## src/shared/dspwm_cfg.svh

```systemverilog
/*
 * Constants of the dual-slope PWM timer: register offsets, field positions,
 * reset values and fixed top values.
 * Assumes inclusion by bare name from the package and from the design.
 */
`ifndef DSPWM_CFG_SVH
`define DSPWM_CFG_SVH

// register byte offsets on the APB
`define DSPWM_OFS_CONTROL 12'h000
`define DSPWM_OFS_COUNT 12'h004
`define DSPWM_OFS_COMPARE_A 12'h008
`define DSPWM_OFS_COMPARE_B 12'h00C
`define DSPWM_OFS_CAPTURE_TOP 12'h010
`define DSPWM_OFS_FLAGS 12'h014
`define DSPWM_OFS_STATUS 12'h018

// control register field positions
`define DSPWM_CTL_WSEL_LSB 0
`define DSPWM_CTL_ACT_A_LSB 4
`define DSPWM_CTL_ACT_B_LSB 6
`define DSPWM_CTL_DIR_A_BIT 8
`define DSPWM_CTL_DIR_B_BIT 9

// flag register bit positions, write one to clear
`define DSPWM_FLG_OVERFLOW_BIT 0
`define DSPWM_FLG_MATCH_A_BIT 1
`define DSPWM_FLG_MATCH_B_BIT 2
`define DSPWM_FLG_CAPTURE_BIT 3

// status register bit positions
`define DSPWM_STS_DOWN_BIT 0
`define DSPWM_STS_WAVE_A_BIT 1
`define DSPWM_STS_WAVE_B_BIT 2

// waveform select codes
`define DSPWM_WS_PC8 4'h1
`define DSPWM_WS_PC9 4'h2
`define DSPWM_WS_PC10 4'h3
`define DSPWM_WS_PFC_CAP 4'h8
`define DSPWM_WS_PFC_CMPA 4'h9
`define DSPWM_WS_PC_CAP 4'hA
`define DSPWM_WS_PC_CMPA 4'hB

// output action codes
`define DSPWM_ACT_OFF 2'h0
`define DSPWM_ACT_TOGGLE 2'h1
`define DSPWM_ACT_NONINV 2'h2
`define DSPWM_ACT_INV 2'h3

// fixed top values and reset values
`define DSPWM_TOP_8BIT 16'h00FF
`define DSPWM_TOP_9BIT 16'h01FF
`define DSPWM_TOP_10BIT 16'h03FF
`define DSPWM_BOTTOM 16'h0000
`define DSPWM_RST_WORD 32'h0000_0000
`define DSPWM_RST_CAPTURE_TOP 16'hFFFF

`endif

```

## src/shared/dspwm_pkg.sv

```systemverilog
/*
 * Types of the dual-slope PWM timer.
 * Assumes dspwm_cfg.svh on the include path.
 */
package dspwm_pkg;
`include "dspwm_cfg.svh"

   typedef enum logic [1:0] {
      DSPWM_SLOPE_UP = 2'b01,
      DSPWM_SLOPE_DOWN = 2'b10
   } dspwm_slope_t;

   typedef struct packed {
      logic dir_b;
      logic dir_a;
      logic [1:0] act_b;
      logic [1:0] act_a;
      logic [3:0] wsel;
   } dspwm_ctrl_t;

   typedef struct packed {
      logic capture;
      logic match_b;
      logic match_a;
      logic overflow;
   } dspwm_flags_t;

endpackage

```

## src/rtl/dspwm_timer.sv

```systemverilog
/*
 * Dual-slope PWM timer: phase correct and phase and frequency correct
 * waveform generation on a 16-bit up/down counter, two compare channels,
 * registers on an APB slave.
 * Assumes a prescaler outside that supplies timer_tick_in as a one-cycle
 * enable, and a port pad that takes value and enable from this block.
 */
`timescale 1ns/1ps
`include "dspwm_cfg.svh"

module dspwm_timer
   import dspwm_pkg::*;
#(
   parameter int CNT_W = 16
)
(
   input wire logic mclk_in, // i/o clock, 50 MHz
   input wire logic rst_n_in, // asynchronous reset, active low
   input wire logic timer_tick_in, // prescaled tick, counter step enable
   input wire logic psel_in, // apb select
   input wire logic penable_in, // apb enable
   input wire logic pwrite_in, // apb direction, high for write
   input wire logic [11:0] paddr_in, // apb byte address
   input wire logic [31:0] pwdata_in, // apb write data
   output logic [31:0] prdata_out, // apb read data
   output logic pready_out, // apb ready
   output logic pslverr_out, // apb error on unmapped address
   output logic waveform_output_a_out, // channel a pin value
   output logic waveform_output_a_oe_out, // channel a pin enable
   output logic waveform_output_b_out, // channel b pin value
   output logic waveform_output_b_oe_out, // channel b pin enable
   output logic overflow_flag_out, // sticky overflow flag
   output logic capture_flag_out // sticky capture-as-top flag
);

   ////////////////////////////////////////////////////////////////////////
   // state

   dspwm_ctrl_t ctrl;
   dspwm_flags_t flags;
   dspwm_slope_t slope;
   logic [CNT_W-1:0] count_value;
   logic [CNT_W-1:0] compare_a_value;
   logic [CNT_W-1:0] compare_b_value;
   logic [CNT_W-1:0] buffer_a;
   logic [CNT_W-1:0] buffer_b;
   logic [CNT_W-1:0] capture_top_value;
   logic waveform_output_a;
   logic waveform_output_b;

   ////////////////////////////////////////////////////////////////////////
   // functions

   function automatic logic is_phase_correct(input logic [3:0] ws);
      is_phase_correct = (ws == `DSPWM_WS_PC8) || (ws == `DSPWM_WS_PC9) ||
         (ws == `DSPWM_WS_PC10) || (ws == `DSPWM_WS_PC_CAP) ||
         (ws == `DSPWM_WS_PC_CMPA);
   endfunction

   function automatic logic is_freq_correct(input logic [3:0] ws);
      is_freq_correct = (ws == `DSPWM_WS_PFC_CAP) || (ws == `DSPWM_WS_PFC_CMPA);
   endfunction

   // fixed top for codes 1..3, zero when top is programmable
   function automatic logic [CNT_W-1:0] fixed_top(input logic [3:0] ws);
      logic [CNT_W-1:0] t;
      t = '0;
      unique case (ws)
         `DSPWM_WS_PC8:
            t = CNT_W'(`DSPWM_TOP_8BIT);
         `DSPWM_WS_PC9:
            t = CNT_W'(`DSPWM_TOP_9BIT);
         `DSPWM_WS_PC10:
            t = CNT_W'(`DSPWM_TOP_10BIT);
         default:
            t = '0;
      endcase
      fixed_top = t;
   endfunction

   // masks bits above a fixed resolution
   function automatic logic [CNT_W-1:0] mask_compare(input logic [3:0] ws,
                                                      input logic [CNT_W-1:0] v);
      logic [CNT_W-1:0] t;
      t = fixed_top(ws);
      mask_compare = (t != '0) ? (v & t) : v;
   endfunction

   function automatic logic top_from_cmpa(input logic [3:0] ws);
      top_from_cmpa = (ws == `DSPWM_WS_PC_CMPA) || (ws == `DSPWM_WS_PFC_CMPA);
   endfunction

   function automatic logic top_from_capture(input logic [3:0] ws);
      top_from_capture = (ws == `DSPWM_WS_PC_CAP) || (ws == `DSPWM_WS_PFC_CAP);
   endfunction

   ////////////////////////////////////////////////////////////////////////
   // top, slope and events

   logic pwm_mode;
   logic pc_mode;
   logic pfc_mode;
   logic [CNT_W-1:0] top_value;
   logic at_top;
   logic at_bottom;
   logic step;
   logic eff_up;
   logic match_a;
   logic match_b;
   logic [CNT_W-1:0] next_count;
   dspwm_slope_t next_slope;

   assign pc_mode = is_phase_correct(ctrl.wsel);
   assign pfc_mode = is_freq_correct(ctrl.wsel);
   assign pwm_mode = pc_mode || pfc_mode;
   assign step = timer_tick_in && pwm_mode;

   // programmable top, any value up to maximum
   always_comb
   begin
      if (top_from_cmpa(ctrl.wsel))
      begin
         top_value = compare_a_value;
      end
      else if (top_from_capture(ctrl.wsel))
      begin
         top_value = capture_top_value;
      end
      else
      begin
         top_value = fixed_top(ctrl.wsel);
      end
   end

   assign at_top = (count_value == top_value);
   assign at_bottom = (count_value == CNT_W'(`DSPWM_BOTTOM));

   // the slope a match belongs to: zero counts as rising, top as falling,
   // which makes compare zero stay low and compare top stay high
   // at these extreme compare values in non-inverting action
   assign eff_up = at_bottom ? 1'b1 : (at_top ? 1'b0 : (slope == DSPWM_SLOPE_UP));

   // a compare above top is never reached by the counter
   assign match_a = (count_value == compare_a_value);
   assign match_b = (count_value == compare_b_value);

   // up to top, down to bottom, repeating
   // top stands one tick, then the count turns
   always_comb
   begin
      next_count = count_value;
      next_slope = slope;
      if (at_top && (slope == DSPWM_SLOPE_UP))
      begin
         next_count = count_value - CNT_W'(1);
         next_slope = DSPWM_SLOPE_DOWN;
      end
      else if (at_bottom && (slope == DSPWM_SLOPE_DOWN))
      begin
         next_count = count_value + CNT_W'(1);
         next_slope = DSPWM_SLOPE_UP;
      end
      else if (slope == DSPWM_SLOPE_UP)
      begin
         next_count = count_value + CNT_W'(1);
      end
      else
      begin
         next_count = count_value - CNT_W'(1);
      end
   end

   ////////////////////////////////////////////////////////////////////////
   // apb decode

   logic wr_en;
   logic rd_setup;
   logic addr_ok;

   assign wr_en = psel_in && penable_in && pwrite_in && addr_ok;
   assign rd_setup = psel_in && !penable_in && !pwrite_in;
   assign pready_out = 1'b1;
   assign pslverr_out = psel_in && penable_in && !addr_ok;

   always_comb
   begin
      unique case (paddr_in)
         `DSPWM_OFS_CONTROL, `DSPWM_OFS_COUNT, `DSPWM_OFS_COMPARE_A,
         `DSPWM_OFS_COMPARE_B, `DSPWM_OFS_CAPTURE_TOP, `DSPWM_OFS_FLAGS,
         `DSPWM_OFS_STATUS:
            addr_ok = 1'b1;
         default:
            addr_ok = 1'b0;
      endcase
   end

   ////////////////////////////////////////////////////////////////////////
   // control register

   always_ff @(posedge mclk_in or negedge rst_n_in)
   begin
      if (!rst_n_in)
      begin
         ctrl <= dspwm_ctrl_t'(10'h000);
      end
      else if (wr_en && (paddr_in == `DSPWM_OFS_CONTROL))
      begin
         ctrl <= dspwm_ctrl_t'(pwdata_in[`DSPWM_CTL_DIR_B_BIT:`DSPWM_CTL_WSEL_LSB]);
      end
   end

   ////////////////////////////////////////////////////////////////////////
   // counter and slope

   // steps only on a tick, all on the i/o clock
   always_ff @(posedge mclk_in or negedge rst_n_in)
   begin
      if (!rst_n_in)
      begin
         count_value <= '0;
         slope <= DSPWM_SLOPE_UP;
      end
      else if (wr_en && (paddr_in == `DSPWM_OFS_COUNT))
      begin
         // a software write wins over a tick in the same cycle
         count_value <= pwdata_in[CNT_W-1:0];
      end
      else if (step)
      begin
         count_value <= next_count;
         slope <= next_slope;
      end
   end

   ////////////////////////////////////////////////////////////////////////
   // compare buffers and active compares

   logic load_compares;

   // loads at top in phase correct: rising slope sees old top, falling slope new; loads at bottom in frequency correct
   assign load_compares = step && ((pc_mode && at_top) || (pfc_mode && at_bottom));

   always_ff @(posedge mclk_in or negedge rst_n_in)
   begin
      if (!rst_n_in)
      begin
         buffer_a <= '0;
         buffer_b <= '0;
      end
      else
      begin
         if (wr_en && (paddr_in == `DSPWM_OFS_COMPARE_A))
         begin
            buffer_a <= mask_compare(ctrl.wsel, pwdata_in[CNT_W-1:0]);
         end
         if (wr_en && (paddr_in == `DSPWM_OFS_COMPARE_B))
         begin
            buffer_b <= mask_compare(ctrl.wsel, pwdata_in[CNT_W-1:0]);
         end
      end
   end

   // outside the dual-slope modes the buffers pass straight through
   always_ff @(posedge mclk_in or negedge rst_n_in)
   begin
      if (!rst_n_in)
      begin
         compare_a_value <= '0;
         compare_b_value <= '0;
      end
      else if (load_compares || !pwm_mode)
      begin
         compare_a_value <= buffer_a;
         compare_b_value <= buffer_b;
      end
   end

   // capture register has no buffer; a low write can be overshot
   always_ff @(posedge mclk_in or negedge rst_n_in)
   begin
      if (!rst_n_in)
      begin
         capture_top_value <= CNT_W'(`DSPWM_RST_CAPTURE_TOP);
      end
      else if (wr_en && (paddr_in == `DSPWM_OFS_CAPTURE_TOP))
      begin
         capture_top_value <= pwdata_in[CNT_W-1:0];
      end
   end

   ////////////////////////////////////////////////////////////////////////
   // flags

   dspwm_flags_t set_flags;
   dspwm_flags_t clr_flags;
   logic top_flag_tick;

   // top flag at top, with the load only in phase correct
   // top flag when top is reached
   assign top_flag_tick = step && at_top && (slope == DSPWM_SLOPE_UP);

   always_comb
   begin
      set_flags = '0;
      // overflow at bottom in phase correct
      // overflow with the load at bottom in frequency correct
      set_flags.overflow = step && at_bottom && (slope == DSPWM_SLOPE_DOWN);
      // match flags on each matching tick
      set_flags.match_a = step && match_a;
      set_flags.match_b = step && match_b;
      set_flags.capture = top_flag_tick && top_from_capture(ctrl.wsel);
      if (top_flag_tick && top_from_cmpa(ctrl.wsel))
      begin
         set_flags.match_a = 1'b1;
      end
   end

   always_comb
   begin
      clr_flags = '0;
      if (wr_en && (paddr_in == `DSPWM_OFS_FLAGS))
      begin
         clr_flags.overflow = pwdata_in[`DSPWM_FLG_OVERFLOW_BIT];
         clr_flags.match_a = pwdata_in[`DSPWM_FLG_MATCH_A_BIT];
         clr_flags.match_b = pwdata_in[`DSPWM_FLG_MATCH_B_BIT];
         clr_flags.capture = pwdata_in[`DSPWM_FLG_CAPTURE_BIT];
      end
   end

   // set wins over a clear in the same cycle
   // flags clear at reset
   always_ff @(posedge mclk_in or negedge rst_n_in)
   begin
      if (!rst_n_in)
      begin
         flags <= '0;
      end
      else
      begin
         flags <= set_flags | (flags & ~clr_flags);
      end
   end

   assign overflow_flag_out = flags.overflow;
   assign capture_flag_out = flags.capture;

   ////////////////////////////////////////////////////////////////////////
   // waveform outputs

   // clear rising, set falling; three inverts
   // toggle when compare a is top
   always_ff @(posedge mclk_in or negedge rst_n_in)
   begin
      if (!rst_n_in)
      begin
         waveform_output_a <= 1'b0;
      end
      else if (step && match_a)
      begin
         unique case (ctrl.act_a)
            `DSPWM_ACT_NONINV:
               waveform_output_a <= !eff_up;
            `DSPWM_ACT_INV:
               waveform_output_a <= eff_up;
            `DSPWM_ACT_TOGGLE:
               waveform_output_a <= top_from_cmpa(ctrl.wsel) ^ waveform_output_a;
            `DSPWM_ACT_OFF:
               waveform_output_a <= waveform_output_a;
         endcase
      end
   end

   // channel b has no toggle action
   always_ff @(posedge mclk_in or negedge rst_n_in)
   begin
      if (!rst_n_in)
      begin
         waveform_output_b <= 1'b0;
      end
      else if (step && match_b)
      begin
         unique case (ctrl.act_b)
            `DSPWM_ACT_NONINV:
               waveform_output_b <= !eff_up;
            `DSPWM_ACT_INV:
               waveform_output_b <= eff_up;
            `DSPWM_ACT_TOGGLE, `DSPWM_ACT_OFF:
               waveform_output_b <= waveform_output_b;
         endcase
      end
   end

   // pad enabled only by its direction bit
   assign waveform_output_a_out = waveform_output_a;
   assign waveform_output_a_oe_out = ctrl.dir_a;
   assign waveform_output_b_out = waveform_output_b;
   assign waveform_output_b_oe_out = ctrl.dir_b;

   ////////////////////////////////////////////////////////////////////////
   // read data, captured in the setup phase

   logic [31:0] next_rdata;

   always_comb
   begin
      next_rdata = `DSPWM_RST_WORD;
      unique case (paddr_in)
         `DSPWM_OFS_CONTROL:
            next_rdata[`DSPWM_CTL_DIR_B_BIT:`DSPWM_CTL_WSEL_LSB] = ctrl;
         `DSPWM_OFS_COUNT:
            next_rdata[CNT_W-1:0] = count_value;
         `DSPWM_OFS_COMPARE_A:
            next_rdata[CNT_W-1:0] = buffer_a;
         `DSPWM_OFS_COMPARE_B:
            next_rdata[CNT_W-1:0] = buffer_b;
         `DSPWM_OFS_CAPTURE_TOP:
            next_rdata[CNT_W-1:0] = capture_top_value;
         `DSPWM_OFS_FLAGS:
            next_rdata[`DSPWM_FLG_CAPTURE_BIT:`DSPWM_FLG_OVERFLOW_BIT] = flags;
         `DSPWM_OFS_STATUS:
         begin
            next_rdata[`DSPWM_STS_DOWN_BIT] = (slope == DSPWM_SLOPE_DOWN);
            next_rdata[`DSPWM_STS_WAVE_A_BIT] = waveform_output_a;
            next_rdata[`DSPWM_STS_WAVE_B_BIT] = waveform_output_b;
         end
         default:
            next_rdata = `DSPWM_RST_WORD;
      endcase
   end

   always_ff @(posedge mclk_in or negedge rst_n_in)
   begin
      if (!rst_n_in)
      begin
         prdata_out <= `DSPWM_RST_WORD;
      end
      else if (rd_setup)
      begin
         prdata_out <= next_rdata;
      end
   end

endmodule

```

## config.mk

```make
export PLATFORM = sky130hd
export DESIGN_NAME = dspwm_timer
export DESIGN_NICKNAME = d
export VERILOG_FILES = /design/src/shared/dspwm_pkg.sv /design/src/rtl/dspwm_timer.sv
export VERILOG_INCLUDE_DIRS = /design/src /design/src/shared
export SDC_FILE = /design/constraint.sdc
export NUM_CORES = 1
export LEC_CHECK = 0
export BUFFER_PORTS_ARGS = -buffer_cell sky130_fd_sc_hd__buf_2
export CORE_MARGIN = 1
export CORE_UTILIZATION = 54
export CTS_BUF_LIST = sky130_fd_sc_hd__clkbuf_4 sky130_fd_sc_hd__clkbuf_8 sky130_fd_sc_hd__clkbuf_16
export DETAILED_ROUTE_END_ITERATION = 12
export GPL_TIMING_DRIVEN = 0
export PLACE_DENSITY = 0.81
export SETUP_SLACK_MARGIN = 0.2
export SYNTH_ARGS = -nofsm -noshare
export SYNTH_HDL_FRONTEND = slang
export SYNTH_SLANG_ARGS = --single-unit
export TNS_END_PERCENT = 20
```

## constraint.sdc

```tcl
create_clock -name mclk_in -period 3.7 [get_ports mclk_in]
set_input_delay 0.37 -clock mclk_in [delete_from_list [all_inputs] [get_ports mclk_in]]
set_output_delay 0.37 -clock mclk_in [all_outputs]
set_load 0.005 [all_outputs]
```

### Word-level counts from Yosys, hierarchy flattened

Cells that the tools add are included.

| word-level totals | value |
|---|---|
| latch bits | 0 |
| bits in registers | 130 |
| input port bits | 50 |
| RAM bits | 0 |
| logic and storage cells | 133 |
| bits in read-only memories | 0 |
| memories kept | 0 |

| operators by class | value |
|---|---|
| add/sub/neg operators | 2 |
| bitwise gates (word level) | 9 |
| shift operators | 0 |
| $mul | 0 |
| div/mod/pow operators | 0 |
| reductions and logical operators | 54 |
| order comparisons | 0 |
| equal/unequal tests | 24 |
| muxes and demuxes | 25 |

Operators with widths:

| operator | number |
|---|---|
| 16-bit 2-to-1 mux | 11 |
| 16-bit == test | 3 |
| 12-bit by 5-bit == test with 1-bit output (second input constant) | 3 |
| 16-bit bitwise AND | 2 |
| 16-bit nonzero test | 2 |
| 10-bit one-hot mux with 3 select lines | 1 |
| 6-bit one-hot mux with 5 select lines | 1 |
| 1-bit logical AND | 26 |
| 12-bit by 4-bit == test with 1-bit output (second input constant) | 2 |
| 6-bit one-hot mux with 4 select lines | 1 |
| 3-bit one-hot mux with 7 select lines | 1 |
| 16-bit by 1-bit adder with 16-bit output (second input constant) | 1 |
| 4-bit == test (second input constant) | 4 |
| 16-bit zero test | 1 |
| 16-bit by 1-bit subtractor with 16-bit output (second input constant) | 1 |
| 12-bit by 3-bit == test with 1-bit output (second input constant) | 1 |
| 12-bit zero test | 1 |
| 2-bit == test (second input constant) | 5 |
| 1-bit logical OR | 10 |
| 4-bit by 2-bit == test with 1-bit output (second input constant) | 2 |
| 7-bit OR reduction | 1 |
| 2-bit by 1-bit == test with 1-bit output (second input constant) | 3 |
| 1-bit one-hot mux with 6 select lines | 1 |
| 1-bit zero test | 5 |
| other kinds (16) | 25 |

### Longest topological paths before layout

| logic depth | value |
|---|---|
| depth after elaboration | 12 |
| gate-level depth with buffers | 14 |

### Least setup slack after synthesis

Ideal clock, no wire load.

| path | value |
|---|---|
| kind | flip-flop to flip-flop |
| start point | register count_value[7] |
| end point | register count_value[7] |
| library setup time | 77 ps |
| arrival | 2792 ps |
| setup slack | 831 ps |
| required time | 3623 ps |
| cell stages (with the launch flop) | 11 |
| cell sequence | dfrtp_1 > or4_4 > or4_4 > nor4_4 > a21oi_1 > a31oi_4 > buf_6 > mux2i_1 > nand2_1 > xor2_1 > a21oi_1 |

| on the way | value |
|---|---|
| word-level cells in the longest chain between the ends | 6 |
| elaborated cells on any way between the ends | 11 |
| classes of those cells | 2 x add/sub; 1 x eq/ne; 5 x mux; 3 x reduce/logical |

RTL lines:

| element | line | text |
|---|---|---|
| from (decl) | dspwm_timer.sv:42 | `logic [CNT_W-1:0] count_value;` |
| from (signal assigned) | dspwm_timer.sv:226 | `count_value <= pwdata_in[CNT_W-1:0];` |
| from (signal assigned) | dspwm_timer.sv:230 | `count_value <= next_count;` |
| 16-bit by 1-bit subtractor with 16-bit output, or another cell as far along | dspwm_timer.sv:155, dspwm_timer.sv:169 |  |
| 16-bit 2-to-1 mux / 1-bit logical AND (equally long branches) | dspwm_timer.sv:163, dspwm_timer.sv:158 |  |
| 16-bit 2-to-1 mux | dspwm_timer.sv:158 | `else if (at_bottom && (slope == DSPWM_SLOPE_DOWN))` |
| 16-bit 2-to-1 mux (*) | dspwm_timer.sv:153 | `if (at_top && (slope == DSPWM_SLOPE_UP))` |
| 16-bit 2-to-1 mux (*) | dspwm_timer.sv:228 | `else if (step)` |
| 16-bit 2-to-1 mux (*) | dspwm_timer.sv:223 | `` else if (wr_en && (paddr_in == `DSPWM_OFS_COUNT)) `` |

Every way passes the cells marked *; elsewhere a longest branch is shown, timed or not. The select of a mux whose other input is x is not followed.
A chain may end at the register's enable or synchronous reset.

### Worst setup path after layout

| path | value |
|---|---|
| start point | register ctrl[3] (netlist name) |
| end point | register count_value[15] |

| on the way | value |
|---|---|
| word-level cells in the longest chain between the ends | 9 |
| elaborated cells on any way between the ends | 25 |
| classes of those cells | 8 x eq/ne; 6 x mux; 11 x reduce/logical |

RTL lines:

| element | line | text |
|---|---|---|
| from (decl) | dspwm_timer.sv:39 | `dspwm_ctrl_t ctrl;` |
| from (signal assigned) | dspwm_timer.sv:204 | `ctrl <= dspwm_ctrl_t'(10'h000);` |
| from (signal assigned) | dspwm_timer.sv:208 | `` ctrl <= dspwm_ctrl_t'(pwdata_in[`DSPWM_CTL_DIR_B_BIT:`DSPWM_CTL_WSEL_LSB]); `` |
| 4-bit by 2-bit == test with 1-bit output, or another cell as far along | dspwm_timer.sv:68 | `unique case (ws)` |
| 10-bit one-hot mux with 3 select lines / 1-bit logical OR (equally long branches) | dspwm_timer.sv:68, dspwm_timer.sv:94 |  |
| 16-bit 2-to-1 mux | dspwm_timer.sv:125 | `else if (top_from_capture(ctrl.wsel))` |
| 16-bit 2-to-1 mux | dspwm_timer.sv:121 | `if (top_from_cmpa(ctrl.wsel))` |
| 16-bit == test | dspwm_timer.sv:135 | `assign at_top = (count_value == top_value);` |
| 1-bit logical AND | dspwm_timer.sv:153 |  |
| 16-bit 2-to-1 mux | dspwm_timer.sv:153 |  |
| 16-bit 2-to-1 mux | dspwm_timer.sv:228 |  |
| 16-bit 2-to-1 mux | dspwm_timer.sv:223 |  |

Several ways; a longest one is shown, not always the timed one. The select of a mux whose other input is x is not followed.

==> impl_metrics.env <==
export IMPL_yosys_register_bits=130
export IMPL_yosys_area_share_adder_pct=0.327
export IMPL_r2r_start="ctrl[3]"
export IMPL_routedWlPerCell_um=22.1
export IMPL_diodes=0
export IMPL_grt_pass1_wl_um=36400
export IMPL_grt_pass1_vias=6270
export IMPL_synthXorXnorAreaFrac_pct=6.29
export IMPL_tritoncts="built"
export IMPL_synth_top_family_by_area="simple AND/OR/NAND/NOR gates"
export IMPL_final_area_mm2=0.00899
export IMPL_cp_data_required_time_ps=4000
export IMPL_grt_met2_usage_pct=51.1
export IMPL_dp_cells=1044
export IMPL_hold_worst_slack_ps=208
export IMPL_fmax_ghz=0.297
export IMPL_drcViolationCount=0
export IMPL_synth_compound_area_share_pct=14.7
export IMPL_crit_chain="buf_2, buf_4, and2b_2, a41oi_1, a2111o_1, nor4_4, buf_4, a31oi_4, buf_4, or3b_1, o22ai_2, xnor2_1, o21ai_1"
export IMPL_hp_class="in2reg"
export IMPL_final_layout_size_suffix_gt1_share_pct=23.5
export IMPL_nNetsFinal=942
export IMPL_critical_path_peak_fanout=10
export IMPL_yosys_warnings=0
export IMPL_final_core_util_pct=64.8
export IMPL_grt_max_degree=101
export IMPL_crit_path_frequent_cell="buf_4"
export IMPL_cts_root_buf="clkbuf_16"
export IMPL_setup_slack_ps=327
export IMPL_ir_worst_vdd_v=0.000395
export IMPL_ys_types=70
export IMPL_status="complete, no violations"
export IMPL_synth_simple_area_share_pct=15.4
export IMPL_clkLatencyLatePin_ps=430
export IMPL_crit_end="count_value[15]"
export IMPL_wirelength_um=23900
export IMPL_cts_sinks=130
export IMPL_rsz0062_at_grt="true"
export IMPL_crit_type="reg2reg"
export IMPL_ys_flop_type="dfrtp_1"
export IMPL_grt_total_usage_pct=34.0
export IMPL_relSlewSlack_pct=36.4
export IMPL_grt_use_met3_pct=8.13
export IMPL_yosysSeqAreaShare_pct=42.7
export IMPL_die_h_um=121
export IMPL_die_w_um=121
export IMPL_synth_area_mm2=0.00766
export IMPL_synthCells=793
export IMPL_end_kind="flip-flop"
export IMPL_core_area_mm2=0.0139
export IMPL_dp_hpwl_um=17400
export IMPL_synth_edf_count=0
export IMPL_tightest_slew_ps=952
export IMPL_r2r_setup_slack_ps=330
export IMPL_reg2reg_depth=13
export IMPL_setup_viol=0
export IMPL_critPathArrivalTime_ps=3670
export IMPL_yosysTopAreaCell="dfrtp_1"
export IMPL_syn_to_final_growth_pct=17.4
export IMPL_start_util_pct=55.2
export IMPL_clock_path_buffers=2
export IMPL_row_count=43
export IMPL_hold_viol=0
export IMPL_grt_remaining_overflow=0
export IMPL_ios=90
export IMPL_drtPass1Iterations=5
export IMPL_cts_buffers=17
export IMPL_grt_busiest_layer="met2"
export IMPL_drt_iter0_markers=756
export IMPL_power_mw=3.40
export IMPL_synthMuxAreaShare_pct=14.8
export IMPL_num_vias=6781
export IMPL_rr_endpoint="count_value[15]"
export IMPL_place_port_buffers=55
export IMPL_use_met1_pct=45.3
export IMPL_clk_pin_slew_ps=60
export IMPL_crit_slowest_cell="a2111o_1"
export IMPL_p_leak_nw=4.17
export IMPL_slew_viol_final=0
export IMPL_start_kind="flip-flop"
export IMPL_synth_top_area_share_pct=36.9
export IMPL_syn_mean_instance_area_um2=9.66
export IMPL_min_period_ps=3370
export IMPL_stdcell_count=1083
export IMPL_maxCapViolCount=0
export IMPL_setup_tns_final_ps=0
export IMPL_postPlaceCellArea_mm2=0.00825
export IMPL_dp_slack_ps=69.0
export IMPL_async_flop_share_pct=100
export IMPL_cpPeakStageDelay_ps=470
export IMPL_via_per_inst=6.26
export IMPL_place_congestion=0.974
export IMPL_antenna_found_initial=0
export IMPL_synthTopCellsByArea="dfrtp_1 (37%), mux2_2 (5.9%), dfstp_2 (5.8%)"
export IMPL_critPathLaunch="ctrl[3]"
export IMPL_finClkSkew_ps=10.6
export IMPL_drt_antenna_violating_nets=0
export IMPL_dieArea_mm2=0.0147
export IMPL_period_share_pct=91.2
export IMPL_htreeDepth=4
export IMPL_p_per_area_mw_per_mm2=378
==> where the power goes <==
group          internal [mW]  leakage [nW]  switching, mW
logic                 0.0420          2.11         0.0893
clock network           1.17         0.310          0.670
registers               1.42          1.74      0.0000400
==> cell families after synthesis <==
kind of cell    after synthesis
compound gates              184
xor+xnor                     55
fa+ha+maj                     2
buf+inv                      88
flops                       130
mux                         104
other cells                   2
simple gates                228
==> synthesized netlist by cell type, drive strengths merged (3+ instances only) <==
cell type	count
a211o	4
a211oi	3
a21oi	46
a221oi	3
a22oi	7
a31oi	10
and3	7
and4	4
buf	38
clkbuf	36
dfrtp	113
dfstp	17
inv	14
mux2	73
mux2i	31
nand2	86
nand2b	6
nand3	12
nand3b	5
nand4	13
nor2	37
nor2b	5
nor3	10
nor3b	3
nor4	13
o21ai	75
o22ai	14
o41ai	5
or2	3
or3	7
or3b	3
or4	7
xnor2	29
xor2	26
==> per-layer routing <==
layer	part of all wire, %	wire length (um)
met4	4.7	1120
met1	40	9530
met2	46	11000
met3	9.7	2330
met5	0	0
==> cells in the final DEF (no fill, tap or decap), types with 26 or more instances in the layout <==
cell and n:
a21oi_1 45, buf_2 61, buf_4 28, clkbuf_1 32, dfrtp_1 113, mux2_1 32
mux2_2 40, mux2i_1 31, nand2_1 85, nor2_1 37, o21ai_0 64, xnor2_1 29
xor2_1 26
==> sequential cells by signal, summed over array words and instances, names as in the netlist, 2 cells and up <==
| name | flops |
|---|---|
| prdata_out | 16 |
| slope | 2 |
| compare_a_value | 16 |
| capture_top_value | 16 |
| flags | 2 |
| buffer_a | 16 |
| compare_b_value | 16 |
| buffer_b | 16 |
| ctrl | 8 |
| count_value | 16 |
==> worst min-delay path by stage <==
stage                       start               to  slack (ps)  cells after the start
floorplan                rst_n_in      buffer_a[0]          70                      0
finish              pwdata_in[10]  count_value[10]         210                      3
global route        pwdata_in[15]  count_value[15]         210                      3
global placement    prdata_out[0]    prdata_out[0]         460                      2
detailed placement       rst_n_in    prdata_out[0]         270                      1
CTS                 pwdata_in[15]  count_value[15]         210                      3
==> cell type report <==
type | count | area, um^2
multi-input cells | 590 | 4040
plain buffers | 74 | 398
inverters | 14 | 52.6
clock inverters | 12 | 180
clock buffers | 20 | 460
fillers | 1101 | 4890
repair buffers | 63 | 364
flip-flops and latches | 130 | 3270
well taps | 180 | 225
==> critical path: cells and delay by family, from the launching register on <==
kind,cells,cell delay [ps]
compound gates,5,970
buf+inv,4,860
simple gates,3,860
flops,1,380
xor+xnor,1,150
==> timing repair <==
action | 4_1_cts | 5_1_grt
pin swaps | 1 | 3
setup buffers | 2 | 4
hold buffers | 1 | 0
setup endpoints to repair | 10 | 44
hold endpoints to repair | 25 | 0
resized for setup | 0 | 24
No activity file was read; power rests on OpenSTA's default activity.
